### config.mk
export PLATFORM = sky130hd
export DESIGN_NAME = spindle_sync_control
export DESIGN_NICKNAME = d
export VERILOG_FILES = /design/src/shared/spindle_sync_pkg.sv /design/src/core/phase_error_meter.sv /design/src/core/spindle_sync_control.sv
export VERILOG_INCLUDE_DIRS = /design/src /design/src/shared
export SDC_FILE = /design/constraint.sdc
export NUM_CORES = 1
export LEC_CHECK = 0
export BUFFER_PORTS_ARGS = -buffer_cell sky130_fd_sc_hd__buf_2
export CORE_ASPECT_RATIO = 1.1
export CORE_MARGIN = 2
export CORE_UTILIZATION = 50
export CTS_CLUSTER_SIZE = 24
export DETAILED_ROUTE_END_ITERATION = 10
export GPL_TIMING_DRIVEN = 0
export PLACE_DENSITY_LB_ADDON = 0.25
export SLEW_MARGIN = 20
export SYNTH_ARGS = -nofsm -noshare
export SYNTH_HDL_FRONTEND = slang
export SYNTH_SLANG_ARGS = --single-unit
### constraint.sdc
create_clock -name ref_clk -period 9.43 [get_ports ref_clk]
set_clock_uncertainty 0.2 [all_clocks]
set_input_delay 1.4145 -clock ref_clk [delete_from_list [all_inputs] [get_ports ref_clk]]
set_output_delay 1.4145 -clock ref_clk [all_outputs]
set_load 0.1 [all_outputs]
### src/shared/spindle_sync_params.svh
`ifndef SPINDLE_SYNC_PARAMS_SVH
`define SPINDLE_SYNC_PARAMS_SVH

// register byte addresses
`define OFS_BASIC_SEL 12'h000
`define OFS_FOLLOW_SEL 12'h004
`define OFS_SPEED_CMD 12'h008
`define OFS_PHASE_LEVEL 12'h00C
`define OFS_STATUS 12'h010
`define OFS_PHASE_ERR 12'h014

// status field positions
`define ST_IN_SYNC 0
`define ST_SPEED_DONE 1
`define ST_PHASE_DONE 2
`define ST_SEL_FAULT 3
`define ST_BASIC_LO 4
`define ST_FOLLOW_LO 6

// reset values
`define RST_BASIC_SEL 16'h0000
`define RST_FOLLOW_SEL 16'h0000
`define RST_SPEED_CMD 16'h0000
`define RST_PHASE_LEVEL 16'h0010

// selection decode constants
`define SEL_MAX 16'h0004
`define SEL_DFLT_BASIC 2'h0
`define SEL_DFLT_FOLLOW 2'h1

// timing: scan period in ns, clock period in ns, settle time in scans
`define CLK_PERIOD_NS 40
`define SCAN_PERIOD_NS 10000
`define SCAN_CYCLES (`SCAN_PERIOD_NS / `CLK_PERIOD_NS)
`define SPEED_SETTLE_SCANS 8'h64

// speed trim applied while aligning phase
`define PHASE_TRIM 16'h0004

`endif

### src/shared/spindle_sync_pkg.sv
package spindle_sync_pkg;

	// phase synchronisation sequence
	typedef enum logic [1:0] {
		PH_IDLE,
		PH_ALIGN,
		PH_DONE
	} phase_state_t;

	// speed and position word
	typedef logic [15:0] word16_t;

endpackage

### src/core/phase_error_meter.sv
`timescale 1ns/1ns
module phase_error_meter
	import spindle_sync_pkg::*;
(
	input wire logic ref_clk,
	input wire logic srst,
	input wire word16_t basic_pos, // basic spindle position feedback
	input wire word16_t follow_pos, // follower spindle position feedback
	input wire logic reverse, // follower turns opposite
	output word16_t err_r, // signed phase error
	output word16_t mag_r // absolute phase error
);
	// reverse rotation mirrors the follower position
	wire word16_t diff = reverse ? (basic_pos + follow_pos) : (basic_pos - follow_pos);
	// magnitude of the wrapped difference
	wire word16_t abs_diff = diff[15] ? (16'h0000 - diff) : diff;

	// register both so the compare downstream sees a clean value
	always_ff @(posedge ref_clk) begin
		if (srst) begin
			err_r <= 16'h0000;
			mag_r <= 16'h0000;
		end else begin
			err_r <= diff;
			mag_r <= abs_diff;
		end
	end
endmodule // phase_error_meter

### src/core/spindle_sync_control.sv
// Local design decisions: the AXI4-Lite slave port and the register addresses.
`timescale 1ns/1ns
`include "spindle_sync_params.svh"
module spindle_sync_control
	import spindle_sync_pkg::*;
(
	input wire logic ref_clk,
	input wire logic srst,
	// axi4-lite slave
	input wire logic [11:0] s_axi_awaddr,
	input wire logic s_axi_awvalid,
	output logic s_axi_awready,
	input wire logic [31:0] s_axi_wdata,
	input wire logic [3:0] s_axi_wstrb,
	input wire logic s_axi_wvalid,
	output logic s_axi_wready,
	output logic [1:0] s_axi_bresp,
	output logic s_axi_bvalid,
	input wire logic s_axi_bready,
	input wire logic [11:0] s_axi_araddr,
	input wire logic s_axi_arvalid,
	output logic s_axi_arready,
	output logic [31:0] s_axi_rdata,
	output logic [1:0] s_axi_rresp,
	output logic s_axi_rvalid,
	input wire logic s_axi_rready,
	// sequence program pins
	input wire logic sync_mode_request_input,
	input wire logic phase_sync_request_input,
	input wire logic direction_select,
	input wire logic [3:0] spindle_connected,
	// position feedback of the selected spindles
	input wire word16_t basic_pos,
	input wire word16_t follow_pos,
	// status pins
	output logic in_sync_mode_output,
	output logic speed_sync_done_output,
	output logic phase_sync_done_output,
	// speed commands to the four serial spindles
	output word16_t spindle1_speed,
	output word16_t spindle2_speed,
	output word16_t spindle3_speed,
	output word16_t spindle4_speed
);
	// decode a selection value: {valid, index}
	function automatic logic [2:0] decode_select(input word16_t val, input logic [1:0] dflt);
		logic [2:0] res;
		res = 3'h0;
		if (val == 16'h0000) begin
			res = {1'b1, dflt}; // zero picks the default spindle
		end else if (val <= `SEL_MAX) begin
			res = {1'b1, 2'(val - 16'h0001)};
		end
		return res;
	endfunction

	// software registers
	word16_t basic_sel_r; // basic spindle selection
	word16_t follow_sel_r; // follower spindle selection
	word16_t speed_cmd_r; // basic spindle speed command
	word16_t phase_level_r; // phase attainment level
	// pin synchronisers
	logic [3:0] pin_meta_r; // first stage, read only by second
	logic [3:0] pin_sync_r; // second stage
	logic [3:0] conn_meta_r; // connection first stage
	logic [3:0] conn_sync_r; // connection second stage
	// control state
	logic in_sync_r; // synchronous mode active
	logic speed_done_r; // speed settled
	logic sel_fault_r; // request refused for bad selection
	logic [7:0] settle_r; // scans since mode entry, held once the settle count is reached
	logic [15:0] scan_cnt_r; // scan divider
	logic scan_tick_r; // one-cycle scan enable
	phase_state_t phase_r; // phase sequence state
	phase_state_t phase_nxt;
	logic [1:0] basic_idx_r; // latched basic index
	logic [1:0] follow_idx_r; // latched follower index
	logic reverse_r; // latched direction
	word16_t speed_out_r [4]; // speed command per spindle
	word16_t err; // signed phase error
	word16_t err_mag; // phase error magnitude
	// axi state
	logic aw_full_r; // write address held
	logic w_full_r; // write data held
	logic [11:0] aw_addr_r;
	logic [31:0] w_data_r;
	logic [3:0] w_strb_r;

	// synchronised pin names
	wire logic mode_req = pin_sync_r[0];
	wire logic phase_req = pin_sync_r[1];
	wire logic dir_pin = pin_sync_r[2];

	// selection decode
	wire logic [2:0] basic_dec = decode_select(basic_sel_r, `SEL_DFLT_BASIC);
	wire logic [2:0] follow_dec = decode_select(follow_sel_r, `SEL_DFLT_FOLLOW);
	// selection is usable only if both connected and distinct
	wire logic sel_ok = basic_dec[2] && follow_dec[2]
		&& conn_sync_r[basic_dec[1:0]] && conn_sync_r[follow_dec[1:0]]
		&& (basic_dec[1:0] != follow_dec[1:0]);
	// mode is held while the request stands and selection is usable
	wire logic mode_nxt = mode_req && sel_ok;
	// phase within the attainment level
	wire logic phase_in_level = (err_mag <= phase_level_r);
	// follower speed, mirrored for reverse rotation
	wire word16_t follow_base = reverse_r ? (16'h0000 - speed_cmd_r) : speed_cmd_r;
	// trim towards zero phase error while aligning forward; with reverse_r set the trim drives the error away
	wire word16_t trim = (phase_r != PH_ALIGN) || phase_in_level ? 16'h0000
		: (err[15] ? (16'h0000 - `PHASE_TRIM) : `PHASE_TRIM);
	wire word16_t follow_speed = follow_base + trim;

	// axi decode
	wire logic wr_go = aw_full_r && w_full_r && !s_axi_bvalid;
	wire logic rd_go = s_axi_arvalid && s_axi_arready;
	wire logic wr_hit = (aw_addr_r == `OFS_BASIC_SEL) || (aw_addr_r == `OFS_FOLLOW_SEL)
		|| (aw_addr_r == `OFS_SPEED_CMD) || (aw_addr_r == `OFS_PHASE_LEVEL);
	wire logic [31:0] status_word = {24'h000000, follow_idx_r, basic_idx_r, sel_fault_r,
		(phase_r == PH_DONE), speed_done_r, in_sync_r};
	logic [31:0] rd_word;
	logic rd_hit;

	// phase error measurement of the selected pair
	phase_error_meter u_meter (
		.ref_clk(ref_clk),
		.srst(srst),
		.basic_pos(basic_pos),
		.follow_pos(follow_pos),
		.reverse(reverse_r),
		.err_r(err),
		.mag_r(err_mag)
	);

	// read mux
	always_comb begin
		rd_word = 32'h00000000;
		rd_hit = 1'b1;
		case (s_axi_araddr)
			`OFS_BASIC_SEL: rd_word = {16'h0000, basic_sel_r};
			`OFS_FOLLOW_SEL: rd_word = {16'h0000, follow_sel_r};
			`OFS_SPEED_CMD: rd_word = {16'h0000, speed_cmd_r};
			`OFS_PHASE_LEVEL: rd_word = {16'h0000, phase_level_r};
			`OFS_STATUS: rd_word = status_word;
			`OFS_PHASE_ERR: rd_word = {16'h0000, err};
			default: rd_hit = 1'b0; // unmapped
		endcase
	end

	// write channel capture, address and data in either order
	always_ff @(posedge ref_clk) begin
		if (srst) begin
			aw_full_r <= 1'b0;
			w_full_r <= 1'b0;
			aw_addr_r <= 12'h000;
			w_data_r <= 32'h00000000;
			w_strb_r <= 4'h0;
		end else begin
			if (s_axi_awvalid && s_axi_awready) begin
				aw_full_r <= 1'b1;
				aw_addr_r <= s_axi_awaddr;
			end else if (wr_go) begin
				aw_full_r <= 1'b0;
			end
			if (s_axi_wvalid && s_axi_wready) begin
				w_full_r <= 1'b1;
				w_data_r <= s_axi_wdata;
				w_strb_r <= s_axi_wstrb;
			end else if (wr_go) begin
				w_full_r <= 1'b0;
			end
		end
	end

	// ready flags and write response
	always_ff @(posedge ref_clk) begin
		if (srst) begin
			s_axi_awready <= 1'b0;
			s_axi_wready <= 1'b0;
			s_axi_bvalid <= 1'b0;
			s_axi_bresp <= 2'h0;
		end else begin
			// ready only while the holding slot is empty
			s_axi_awready <= !aw_full_r && !(s_axi_awvalid && s_axi_awready);
			s_axi_wready <= !w_full_r && !(s_axi_wvalid && s_axi_wready);
			if (wr_go) begin
				s_axi_bvalid <= 1'b1;
				s_axi_bresp <= wr_hit ? 2'h0 : 2'h2;
			end else if (s_axi_bready) begin
				s_axi_bvalid <= 1'b0;
			end
		end
	end

	// read channel
	always_ff @(posedge ref_clk) begin
		if (srst) begin
			s_axi_arready <= 1'b0;
			s_axi_rvalid <= 1'b0;
			s_axi_rdata <= 32'h00000000;
			s_axi_rresp <= 2'h0;
		end else begin
			s_axi_arready <= !s_axi_rvalid && !rd_go;
			if (rd_go) begin
				s_axi_rvalid <= 1'b1;
				s_axi_rdata <= rd_word;
				s_axi_rresp <= rd_hit ? 2'h0 : 2'h2;
			end else if (s_axi_rready) begin
				s_axi_rvalid <= 1'b0;
			end
		end
	end

	// software registers, byte lanes honoured
	always_ff @(posedge ref_clk) begin
		if (srst) begin
			basic_sel_r <= `RST_BASIC_SEL;
			follow_sel_r <= `RST_FOLLOW_SEL;
			speed_cmd_r <= `RST_SPEED_CMD;
			phase_level_r <= `RST_PHASE_LEVEL;
		end else if (wr_go) begin
			case (aw_addr_r)
				`OFS_BASIC_SEL: begin
					if (w_strb_r[0]) basic_sel_r[7:0] <= w_data_r[7:0];
					if (w_strb_r[1]) basic_sel_r[15:8] <= w_data_r[15:8];
				end
				`OFS_FOLLOW_SEL: begin
					if (w_strb_r[0]) follow_sel_r[7:0] <= w_data_r[7:0];
					if (w_strb_r[1]) follow_sel_r[15:8] <= w_data_r[15:8];
				end
				`OFS_SPEED_CMD: begin
					if (w_strb_r[0]) speed_cmd_r[7:0] <= w_data_r[7:0];
					if (w_strb_r[1]) speed_cmd_r[15:8] <= w_data_r[15:8];
				end
				`OFS_PHASE_LEVEL: begin
					if (w_strb_r[0]) phase_level_r[7:0] <= w_data_r[7:0];
					if (w_strb_r[1]) phase_level_r[15:8] <= w_data_r[15:8];
				end
				default: begin
					// unmapped write is answered with an error and dropped
				end
			endcase
		end
	end

	// two-stage pin synchronisers
	always_ff @(posedge ref_clk) begin
		if (srst) begin
			pin_meta_r <= 4'h0;
			pin_sync_r <= 4'h0;
			conn_meta_r <= 4'h0;
			conn_sync_r <= 4'h0;
		end else begin
			pin_meta_r <= {1'b0, direction_select, phase_sync_request_input, sync_mode_request_input};
			pin_sync_r <= pin_meta_r;
			conn_meta_r <= spindle_connected;
			conn_sync_r <= conn_meta_r;
		end
	end

	// scan divider, one enable pulse per scan period
	always_ff @(posedge ref_clk) begin
		if (srst) begin
			scan_cnt_r <= 16'h0000;
			scan_tick_r <= 1'b0;
		end else if (scan_cnt_r == 16'(`SCAN_CYCLES - 1)) begin
			scan_cnt_r <= 16'h0000;
			scan_tick_r <= 1'b1;
		end else begin
			scan_cnt_r <= scan_cnt_r + 16'h0001;
			scan_tick_r <= 1'b0;
		end
	end

	// synchronous mode entry and exit, once per scan
	always_ff @(posedge ref_clk) begin
		if (srst) begin
			in_sync_r <= 1'b0;
			sel_fault_r <= 1'b0;
			basic_idx_r <= `SEL_DFLT_BASIC;
			follow_idx_r <= `SEL_DFLT_FOLLOW;
			reverse_r <= 1'b0;
		end else if (scan_tick_r) begin
			in_sync_r <= mode_nxt;
			sel_fault_r <= mode_req && !sel_ok;
			if (!in_sync_r) begin
				// selection and direction are taken at mode entry
				basic_idx_r <= basic_dec[1:0];
				follow_idx_r <= follow_dec[1:0];
				reverse_r <= dir_pin;
			end
		end
	end

	// speed settle timer after mode entry
	always_ff @(posedge ref_clk) begin
		if (srst) begin
			settle_r <= 8'h00;
			speed_done_r <= 1'b0;
		end else if (!in_sync_r) begin
			settle_r <= 8'h00;
			speed_done_r <= 1'b0;
		end else if (scan_tick_r && !speed_done_r) begin
			settle_r <= settle_r + 8'h01;
			speed_done_r <= (settle_r == `SPEED_SETTLE_SCANS - 8'h01);
		end
	end

	// phase sequence next state
	always_comb begin
		phase_nxt = phase_r;
		case (phase_r)
			PH_IDLE: begin
				// request outside sync mode has no effect
				if (phase_req && in_sync_r) begin
					phase_nxt = PH_ALIGN;
				end
			end
			PH_ALIGN: begin
				// leave together with the mode, not one scan later
				if (!phase_req || !mode_nxt) begin
					phase_nxt = PH_IDLE;
				end else if (phase_in_level) begin
					phase_nxt = PH_DONE;
				end
			end
			PH_DONE: begin
				// speed change needs a fresh request
				if (!phase_req || !mode_nxt) begin
					phase_nxt = PH_IDLE;
				end
			end
			default: phase_nxt = PH_IDLE;
		endcase
	end

	// phase state register
	always_ff @(posedge ref_clk) begin
		if (srst) begin
			phase_r <= PH_IDLE;
		end else if (scan_tick_r) begin
			phase_r <= phase_nxt;
		end
	end

	// speed command routing to the spindles
	always_ff @(posedge ref_clk) begin
		if (srst) begin
			for (int i = 0; i < 4; i++) begin
				speed_out_r[i] <= 16'h0000;
			end
		end else if (scan_tick_r) begin
			for (int i = 0; i < 4; i++) begin
				if (2'(i) == basic_idx_r) begin
					speed_out_r[i] <= speed_cmd_r; // basic spindle runs the command
				end else if (in_sync_r && 2'(i) == follow_idx_r) begin
					speed_out_r[i] <= follow_speed;
				end else begin
					speed_out_r[i] <= 16'h0000;
				end
			end
		end
	end

	// status pins, registered
	always_ff @(posedge ref_clk) begin
		if (srst) begin
			in_sync_mode_output <= 1'b0;
			speed_sync_done_output <= 1'b0;
			phase_sync_done_output <= 1'b0;
		end else begin
			in_sync_mode_output <= in_sync_r;
			speed_sync_done_output <= speed_done_r;
			phase_sync_done_output <= (phase_r == PH_DONE);
		end
	end

	// speed ports from their flip-flops
	assign spindle1_speed = speed_out_r[0];
	assign spindle2_speed = speed_out_r[1];
	assign spindle3_speed = speed_out_r[2];
	assign spindle4_speed = speed_out_r[3];
endmodule // spindle_sync_control

==> results of run 1 <==
worst paths after layout:
| path | from | end |
|---|---|---|
| max | phase_level_r[13]$_SDFFE_PP0P_ | speed_out_r[3][15]$_SDFFCE_PP0P_ |
| max reg2reg | phase_level_r[13]$_SDFFE_PP0P_ | speed_out_r[3][15]$_SDFFCE_PP0P_ |
| min reg2reg | conn_meta_r[0]$_SDFF_PP0_ | conn_sync_r[0]$_SDFF_PP0_ |
| min | conn_meta_r[0]$_SDFF_PP0_ | conn_sync_r[0]$_SDFF_PP0_ |
power breakdown:
| part | switching [mW] | internal [mW] |
|---|---|---|
| sequential | 0.0262 | 1.21 |
| clock | 0.436 | 0.619 |
| combinational | 0.315 | 0.119 |
sequential cells by signal, summed over array words and instances, names as in the netlist, 4 cells and up:
signal         cells
aw_addr_r         12
basic_sel_r       16
conn_meta_r        4
conn_sync_r        4
follow_sel_r      16
phase_level_r     16
s_axi_rdata       16
scan_cnt_r        16
settle_r           8
speed_cmd_r       16
speed_out_r       64
u_meter.err_r     16
u_meter.mag_r     15
w_data_r          16
metal layers:
layer	global-route usage [%]	wire, µm
met4	9.50	1230
met5	0	0
met3	2.98	2310
met1	29.9	14400
met2	43.9	17300
kinds of logic (layout without fill, tap and decap cells):
| kind of cell | Yosys count | in the layout | share of synthesized area [%] |
|---|---|---|---|
| xor gates and xnor gates | 73 | 73 | 4.83 |
| other | 1 | 18 | 0.0280 |
| AOI/OAI and AO/OA | 276 | 276 | 14.5 |
| DFF | 266 | 266 | 44.5 |
| and+or+nand+nor | 524 | 524 | 18.6 |
| buffers and inverters | 160 | 384 | 5.05 |
| adders and majority gates | 55 | 55 | 5.23 |
| muxes | 96 | 96 | 7.20 |
worst max-delay path, stage by stage, from the launching register on:
cell      delay (ns)
dfxtp_1         0.40
inv_1           0.07
ha_1            0.30
nand4_1         0.12
or2_2           0.35
a211oi_1        0.19
or3_1           0.14
clkbuf_1        0.40
and2_1          0.57
ha_1            0.33
a21o_1          0.16
a21oi_1         0.21
o21bai_1        0.13
o311ai_0        0.45
a31oi_1         0.23
a31o_2          0.35
or3_1           0.38
a32o_1          0.27
through the flow:
step,hold WS (ns),worst slack [ns],area [µm²],power [mW]
after floorplan,0.214,4.52,13500,1.59
after global placement,0.221,3.61,14800,1.69
after detailed placement,0.226,3.55,14800,1.70
after CTS,0.241,3.86,15700,2.74
after global routing,0.256,3.50,15700,2.82
final,0.237,3.93,15700,2.73
layout make-up:
type,count,area (µm²)
fillers,2375,10500
multi-input cells,1042,6830
flip-flops and latches,266,5970
repair buffers,176,881
clock buffers,29,703
plain buffers,100,452
well taps,352,440
inverters,60,228
clock inverters,19,175
layout by cell type (no fill, tap or decap), types with 31 or more instances in the layout:
master,count
clkbuf_1,70
buf_2,177
xnor2_1,36
dfxtp_1,202
nand2_1,115
ha_1,52
inv_1,62
a21oi_1,90
xor2_1,36
nor3_1,31
edfxtp_1,64
mux2i_1,93
nand3_1,32
nor2_1,197
==> qor.txt, run 1 <==
Core Box Area = 0.0262 mm²
drt via density = 5.62
Root Driver = clkbuf_16
Fmax = 182 MHz
routed len/inst = 17.2 µm
Worst setup EP type = flop
Num CTS Buffers = 26
CTS Buffer Depth = 3
synth unique cells = 70
Synth Flop Type = dfxtp_1
number of synthesized flops with an enable pin = 64
Final nets = 1832
Syn Inst Count = 1451
#FFs+latches synth = 266
Syn-to-layout area delta = 17.0%
die area = 0.0281 mm²
critical path class = reg2reg
Sinks on Clock Net = 266
R2R cell count = 17
GPL Wtd Cong = 0.960
Commonest cells post-synth = dfxtp_1, nor2_1, nand2_1
Hold Path Class = reg2reg
CTS tree = yes
Peak supply drop = 106 µV
Avg Synthesized Cell Area = 9.23 µm²
die width = 160 µm
fin. max-slew vios = 0
Worst Setup Start Kind = flop
Yosys warning count = 0
final setup fails = 0
Crit path required time = 9.51 ns
Sum Neg Setup Slack = 0 ns
P_leak = 6.55 nW
largest net degree at the start of global routing = 65
PostCTS Resize Cnt = 0
final cell count without fillers = 2044
R2R setup slack = 3.93 ns
num rows = 62
DP HPWL = 27100 µm
first-pass GRT wire length = 55400 µm
Max Cap Viol = 0
iteration count of the initial detailed-routing pass = 6
Final Cycle Share = 58.3%
vias in the first global route = 10800
top cells by area, synth = dfxtp_1, edfxtp_1, mux2i_1
Starting Density = 51.1%
post-synth top area share = 30.2%
IO Port Bufs = 176
most numerous cell in the Yosys netlist = dfxtp_1
layout cells sized above 1 = 16.1%
post-synthesis sequential area ratio = 44.5%
cts hold-fix bufs = 0
crit-path max FO = 13
final core utilization = 59.8%
DP Cell Count = 1996
CTS clk-pin slew, worst paths = 0.06 ns
clock latency on the worst-skew pair = 0.53 ns
DR iter-0 viols = 759
Pwr per Cell Area = 174 mW/mm²
dominant cell type by area after synthesis = dfxtp_1
Async SR Flop Fraction = 0%
Worst EP arrival = 5.59 ns
H-tree levels = 1
initial antenna violation count = 0
Final Hold Vio Count = 0
gr ovfl total = 0
RSZ-0062 raised after global routing = false
DR vias = 11500
Setup Fix Bufs, Post-CTS = 0
GRT Total Usage = 24.4%
Inserted Diodes = 0
Slew headroom = 26.3%
slew at the pin closest to its max-slew limit = 1.10 ns
# IOs = 214
Final min period = 5.50 ns
# DRC = 0
status = finished clean
Min-Delay Path Depth = 1
antenna viol nets, final = 0
WL final = 35200 µm
Mapped Area = 0.0134 mm²
Die Height = 176 µm
(Power assumes the default switching activity.)
==> run 2: changes to the inputs <==
Clock period 9.43 ns to 4.4 ns, I/O delays scaled along.
==> qor.txt, run 2 (synthesis results as in run 1) <==
status = finished, violations left
violations in the final reports = setup timing
Fmax = 224 MHz (+23%)
final setup margin = -0.0720 ns (-4.00 ns)
Slew headroom = 24.3% (-2.0 points)
IO Port Bufs = 176 (unchanged)
dpl ws = -0.744 ns (-4.30 ns)
iteration count of the initial detailed-routing pass = 8 (+2)
Metal-1 WL = 14900 µm (+3.7%)
# DRC = 0 (unchanged)
met3 wire length = 2070 µm (-10%)
Root Driver = clkbuf_16
wire length on met2 = 17700 µm (+2.4%)
Core Box Area = 0.0262 mm² (unchanged)
Worst setup EP type = flop
P_leak = 6.69 nW (+2.2%)
Final nets = 1849 (+0.93%)
Final min period = 4.47 ns (-1.03 ns)
slew at the pin closest to its max-slew limit = 1.13 ns (+0.0296 ns)
routed len/inst = 17.4 µm (+0.90%)
CTS Buffer Depth = 3 (unchanged)
Worst Setup Start Kind = flop
die width = 160 µm (unchanged)
final setup fails = 4 (+4)
Final Hold Vio Count = 0 (unchanged)
final core utilization = 61.4% (+1.6 points)
Pwr per Cell Area = 366 mW/mm² (+110%)
GRT Total Usage = 24.8% (+0.36 points)
Sinks on Clock Net = 266 (unchanged)
initial antenna violation count = 0 (unchanged)
Fin Hold WS = 0.144 ns (-0.0926 ns)
Final Cycle Share = 102% (+43 points)
filler cell count = 2293 (-3.5%)
clock latency on the worst-skew pair = 0.54 ns (about the same)
DR vias = 11500 (+0.25%)
largest net degree at the start of global routing = 65 (unchanged)
fin. max-slew vios = 0 (unchanged)
GPL Wtd Cong = 0.973 (+1.3%)
Max Cap Viol = 0 (unchanged)
max reg flops = 64 (unchanged)
drt via density = 5.58 (-0.67%)
most common cell after layout, fill and taps aside = nor2_1
layout cells sized above 1 = 20.0% (+3.9 points)
gr ovfl total = 0 (unchanged)
WL final = 35800 µm (+1.8%)
Num CTS Buffers = 26 (unchanged)
Peak supply drop = 258 µV (+140%)
Starting Density = 51.1% (unchanged)
CTS tree = yes
die area = 0.0281 mm² (unchanged)
crit-path max FO = 4 (-9)
antenna viol nets, final = 0 (unchanged)
DP HPWL = 27300 µm (+0.58%)
Hold Path Class = in2reg
Crit path required time = 4.49 ns (-5.02 ns)
# IOs = 214 (unchanged)
uppermost layer routed = met4
Reg with most FFs = speed_out_r
RSZ-0062 raised after global routing = true
Syn-to-layout area delta = 20.2%
Worst EP arrival = 4.56 ns (-1.03 ns)
CTS clk-pin slew, worst paths = 0.06 ns (about the same)
design area = 0.0161 mm² (+2.7%)
first-pass GRT wire length = 56600 µm (+2.1%)
critical path class = reg2reg
commonest non-fill, non-tap cells in the layout = nor2_1, dfxtp_1, buf_2, nand2_1, mux2i_1
vias in the first global route = 11100 (+3.4%)
Placed Area = 0.0148 mm² (about the same)
num rows = 62 (unchanged)
DR iter-0 viols = 842 (+11%)
Die Height = 176 µm (unchanged)
H-tree levels = 1 (unchanged)
==> run 2: changes by cell type in the layout (fill, tap and decap cells not counted), moves of 4 or more <==
cell / previous run / this run
buf_4: 18 / 36
clkbuf_1: 70 / 65
clkbuf_2: 0 / 4
clkinv_2: 9 / 0
dfxtp_1: 202 / 188
dfxtp_2: 0 / 13
ha_1: 52 / 45
ha_4: 0 / 7
inv_1: 62 / 58
==> run 2: final timing paths <==
kind                                               startpoint                          endpoint  slack, ns  cells after the start
worst max-delay path            phase_level_r[1]$_SDFFE_PP0P_  speed_out_r[0][14]$_SDFFCE_PP0P_      -0.07                     19
worst min-delay path                     spindle_connected[0]         conn_meta_r[0]$_SDFF_PP0_       0.14                      2
worst min register to register       pin_meta_r[0]$_SDFF_PP0_          pin_sync_r[0]$_SDFF_PP0_       0.24                      1
worst max register to register  phase_level_r[1]$_SDFFE_PP0P_  speed_out_r[0][14]$_SDFFCE_PP0P_      -0.07                     19
==> run 2: cell type report <==
| class | count | area [µm²] | share of cell area [%] |
|---|---|---|---|
| plain buffers | 98 | 463 | 2.88 |
| repair buffers | 195 | 1030 | 6.38 |
| clock inverters | 15 | 139 | 0.863 |
| flip-flops and latches | 266 | 5990 | 37.2 |
| diodes | 2 | 5.00 | 0.0311 |
| well taps | 352 | 440 | 2.74 |
| multi-input cells | 1042 | 7080 | 44.0 |
| inverters | 60 | 228 | 1.41 |
| clock buffers | 33 | 733 | 4.55 |
==> run 2: through the flow <==
stage | TNS [ns] | power [mW] | std cells
floorplan | 0 | 3.42 | 1468
global placement | -13.18 | 3.62 | 1996
detailed placement | -16.37 | 3.64 | 1996
CTS | 0 | 5.90 | 2057
global route | -0.797 | 6.10 | 2061
finish | -0.227 | 5.89 | 2063
==> run 2: per-layer routing <==
layer | GRT usage, % | vias up
met4 | 9.23 | 0
met2 | 45.2 | 399
met5 | 0 | -
li1 | - | 5644
met3 | 2.86 | 73
met1 | 30.1 | 5396
==> run 2: power breakdown <==
part / switching (mW) / internal (mW)
logic: 0.690 / 0.288
registers: 0.0597 / 2.60
clock network: 0.949 / 1.30
total: 1.70 / 4.19
==> run 2: repair_timing <==
action,4_1_cts,5_1_grt
endpoints found under the setup margin,44,29
gates resized for setup,36,29
hold buffers,0,0
pin swaps,26,18
buffers inserted,14,6
==> run 2: critical path, cell delays in order, from the launching register on <==
cell and delay [ns]:
dfxtp_2 0.34, inv_2 0.04, ha_4 0.20, nor2b_4 0.12, o21a_1 0.18, o21ai_2 0.17
a211oi_2 0.10, or3_1 0.36, clkbuf_8 0.17, and2_4 0.14, buf_6 0.12, fa_2 0.38
a21o_1 0.20, a21oi_2 0.18, o21bai_2 0.10, a211oi_2 0.31, o31ai_2 0.14, o41ai_2 0.38
xnor2_2 0.16, o221a_2 0.24
==> run 3: changes to the inputs <==
--- a/config.mk
+++ b/config.mk
@@ -11,4 +11,5 @@
 export CORE_MARGIN = 2
 export CORE_UTILIZATION = 50
+export CTS_BUF_LIST = sky130_fd_sc_hd__clkbuf_8 sky130_fd_sc_hd__clkbuf_16
 export CTS_CLUSTER_SIZE = 24
 export DETAILED_ROUTE_END_ITERATION = 10
--- a/constraint.sdc
+++ b/constraint.sdc
@@ -3,3 +3,3 @@
 set_input_delay 0.66 -clock ref_clk [delete_from_list [all_inputs] [get_ports ref_clk]]
 set_output_delay 0.66 -clock ref_clk [all_outputs]
-set_load 0.1 [all_outputs]
+set_load 0.005 [all_outputs]
==> qor.txt, run 3 (synthesis results as in run 1) <==
most common cell after layout, fill and taps aside = nor2_1
CTS clk-pin slew, worst paths = 0.06 ns (about the same)
dpl ws = -0.744 ns (unchanged)
DR vias = 11500 (+0.29%)
die area = 0.0281 mm² (unchanged)
CP cell instances = inv_1 -> ha_1 -> nand4_1 -> or2_4 -> nor2_1 -> or3_1 -> clkbuf_8 -> and2_4 -> buf_6 -> fa_2 -> a21o_1 -> a21oi_2 -> o21bai_2 -> a211oi_2 -> o31ai_2 -> o41ai_2 -> xnor2_2 -> o221a_2
DR iter-0 viols = 861 (+2.3%)
Syn-to-layout area delta = 20.1% (about the same)
# DRC = 0 (unchanged)
Slew headroom = 21.0% (-3.3 points)
Num CTS Buffers = 26 (unchanged)
Worst setup EP type = flop
CTS Buffer Depth = 3 (unchanged)
layout cells sized above 1 = 20.0% (-0.059 points)
GPL Wtd Cong = 0.973 (unchanged)
Max Cap Viol = 0 (unchanged)
Starting Density = 51.1% (unchanged)
commonest non-fill, non-tap cells in the layout = nor2_1, dfxtp_1, buf_2, nand2_1, mux2i_1
DP HPWL = 27300 µm (unchanged)
Hold Path Class = in2reg
WL final = 35900 µm (about the same)
iteration count of the initial detailed-routing pass = 9 (+1)
Worst EP arrival = 4.56 ns (about the same)
Slowest cell on crit path = dfxtp_1
routed len/inst = 17.4 µm (about the same)
slew at the pin closest to its max-slew limit = 1.17 ns (+0.0491 ns)
die width = 160 µm (unchanged)
filler cell count = 2295 (+0.087%)
Peak supply drop = 260 µV (+0.53%)
Hold Path End = conn_meta_r[0]$_SDFF_PP0_
Crit path required time = 4.49 ns (about the same)
Sinks on Clock Net = 266 (unchanged)
largest net degree at the start of global routing = 65 (unchanged)
Fmax = 224 MHz (+0.14%)
DP Cell Count = 1996 (unchanged)
violations in the final reports = setup timing
Final nets = 1849 (unchanged)
worst r2r src = phase_level_r[11]$_SDFFE_PP0P_
Placed Area = 0.0148 mm² (unchanged)
num rows = 62 (unchanged)
IO Port Bufs = 176 (unchanged)
Fin Hold WS = 0.142 ns (-0.00222 ns)
CP bufs+invs = 3 (unchanged)
clock latency on the worst-skew pair = 0.54 ns (about the same)
GRT Total Usage = 24.8% (unchanged)
design area = 0.0161 mm² (about the same)
P_leak = 6.70 nW (+0.20%)
max reg flops = 64 (unchanged)
drt via density = 5.60 (+0.29%)
status = finished, violations left
H-tree levels = 1 (unchanged)
cts hold-fix bufs = 0 (unchanged)
critical path class = reg2reg
initial antenna violation count = 0 (unchanged)
antenna viol nets, final = 0 (unchanged)
CTS tree = yes
R2R cell count = 18 (-1)
Reg with most FFs = speed_out_r
gr ovfl total = 0 (unchanged)
crit-path max FO = 4 (unchanged)
Worst Setup Start Kind = flop
vias in the first global route = 11200 (+0.018%)
final setup fails = 4 (unchanged)
Root Driver = clkbuf_16
Die Height = 176 µm (unchanged)
Final min period = 4.47 ns (-0.00624 ns)
Crit path largest cell delay = 0.42 ns (+0.04 ns)
Final Cycle Share = 101% (-0.14 points)
Hold Startpoint = spindle_connected[0]
RSZ-0062 raised after global routing = true
fin. max-slew vios = 0 (unchanged)
Pwr per Cell Area = 345 mW/mm² (-5.6%)
Final Hold Vio Count = 0 (unchanged)
# IOs = 214 (unchanged)
Min-Delay Path Depth = 2 (unchanged)
terminus of the critical flop-to-flop path = speed_out_r[0][14]$_SDFFCE_PP0P_
Top delay family on crit path = compound AO/OA/AOI/OAI gates
final setup margin = -0.0657 ns (+0.00624 ns)
CP Depth = 18 (-1)
final cell count without fillers = 2063 (unchanged)
first-pass GRT wire length = 56600 µm (about the same)
Core Box Area = 0.0262 mm² (unchanged)
R2R setup slack = -0.07 ns (about the same)
==> run 3: cell types whose count changed in the layout (fill, tap and decap cells not counted), sizes merged <==
cell / change
inv: +4
clkbuf: -4
==> run 3: area by class of cell <==
cell class	instances	area, µm²	share of cell area [%]
Tap cell	352	440	2.74
Antenna cell	2	5.00	0.0311
Timing Repair Buffer	195	1030	6.38
Multi-Input combinational cell	1042	7080	44.0
Inverter	60	228	1.41
Buffer	98	463	2.88
Clock buffer	29	714	4.44
Clock inverter	19	154	0.956
Sequential cell	266	5990	37.2
==> run 3: worst register-to-register path: cells and delay by family (launching register included) <==
family	cells	cell delay [ns]
and+or+nand+nor	5	0.82
adders and majority gates	2	0.70
AOI/OAI and AO/OA	7	1.55
DFF	1	0.42
xor gates and xnor gates	1	0.16
buffers and inverters	3	0.37
==> run 3: metal layers <==
layer	vias up	track usage [%]	wire (µm)
li1	5648	-	-
met1	5413	30.1	14900
met2	413	45.2	17600
met3	71	2.86	2190
met4	0	9.23	1210
met5	-	0	0
==> run 3: per-stage QoR <==
step / power (mW) / setup TNS (ns) / util [%]
global route: 5.76 / -0.796 / 61.4
global placement: 3.30 / -13.18 / 56.4
finish: 5.56 / -0.202 / 61.4
detailed placement: 3.32 / -16.37 / 56.5
floorplan: 3.10 / 0 / -
CTS: 5.56 / 0 / 60.7
==> run 3: how the worst max path moves through the flow <==
stage	startpoint	to	slack, ns
after floorplan	phase_level_r[1]$_SDFFE_PP0P_	speed_out_r[0][14]$_SDFFCE_PP0P_	0.007
after global placement	reverse_r$_SDFFE_PP0P_	u_meter.mag_r[1]$_SDFF_PP0_	-0.70
after detailed placement	reverse_r$_SDFFE_PP0P_	u_meter.mag_r[1]$_SDFF_PP0_	-0.74
after CTS	phase_level_r[1]$_SDFFE_PP0P_	speed_out_r[0][14]$_SDFFCE_PP0P_	0.01
after global routing	phase_level_r[1]$_SDFFE_PP0P_	speed_out_r[0][14]$_SDFFCE_PP0P_	-0.18
final	phase_level_r[11]$_SDFFE_PP0P_	speed_out_r[0][14]$_SDFFCE_PP0P_	-0.07
==> run 3: what timing repair did <==
action | 4_1_cts | 5_1_grt
pin swaps | 26 | 18
cloned | 0 | 0
setup endpoints to repair | 44 | 29
setup buffers | 14 | 6
resized for setup | 36 | 29
==> run 3: where the power goes <==
group	total, mW	internal (mW)	leakage [nW]	switching, mW
clock network	2.23	1.28	0.425	0.951
registers	2.66	2.60	2.28	0.0602
logic	0.661	0.286	4.00	0.375
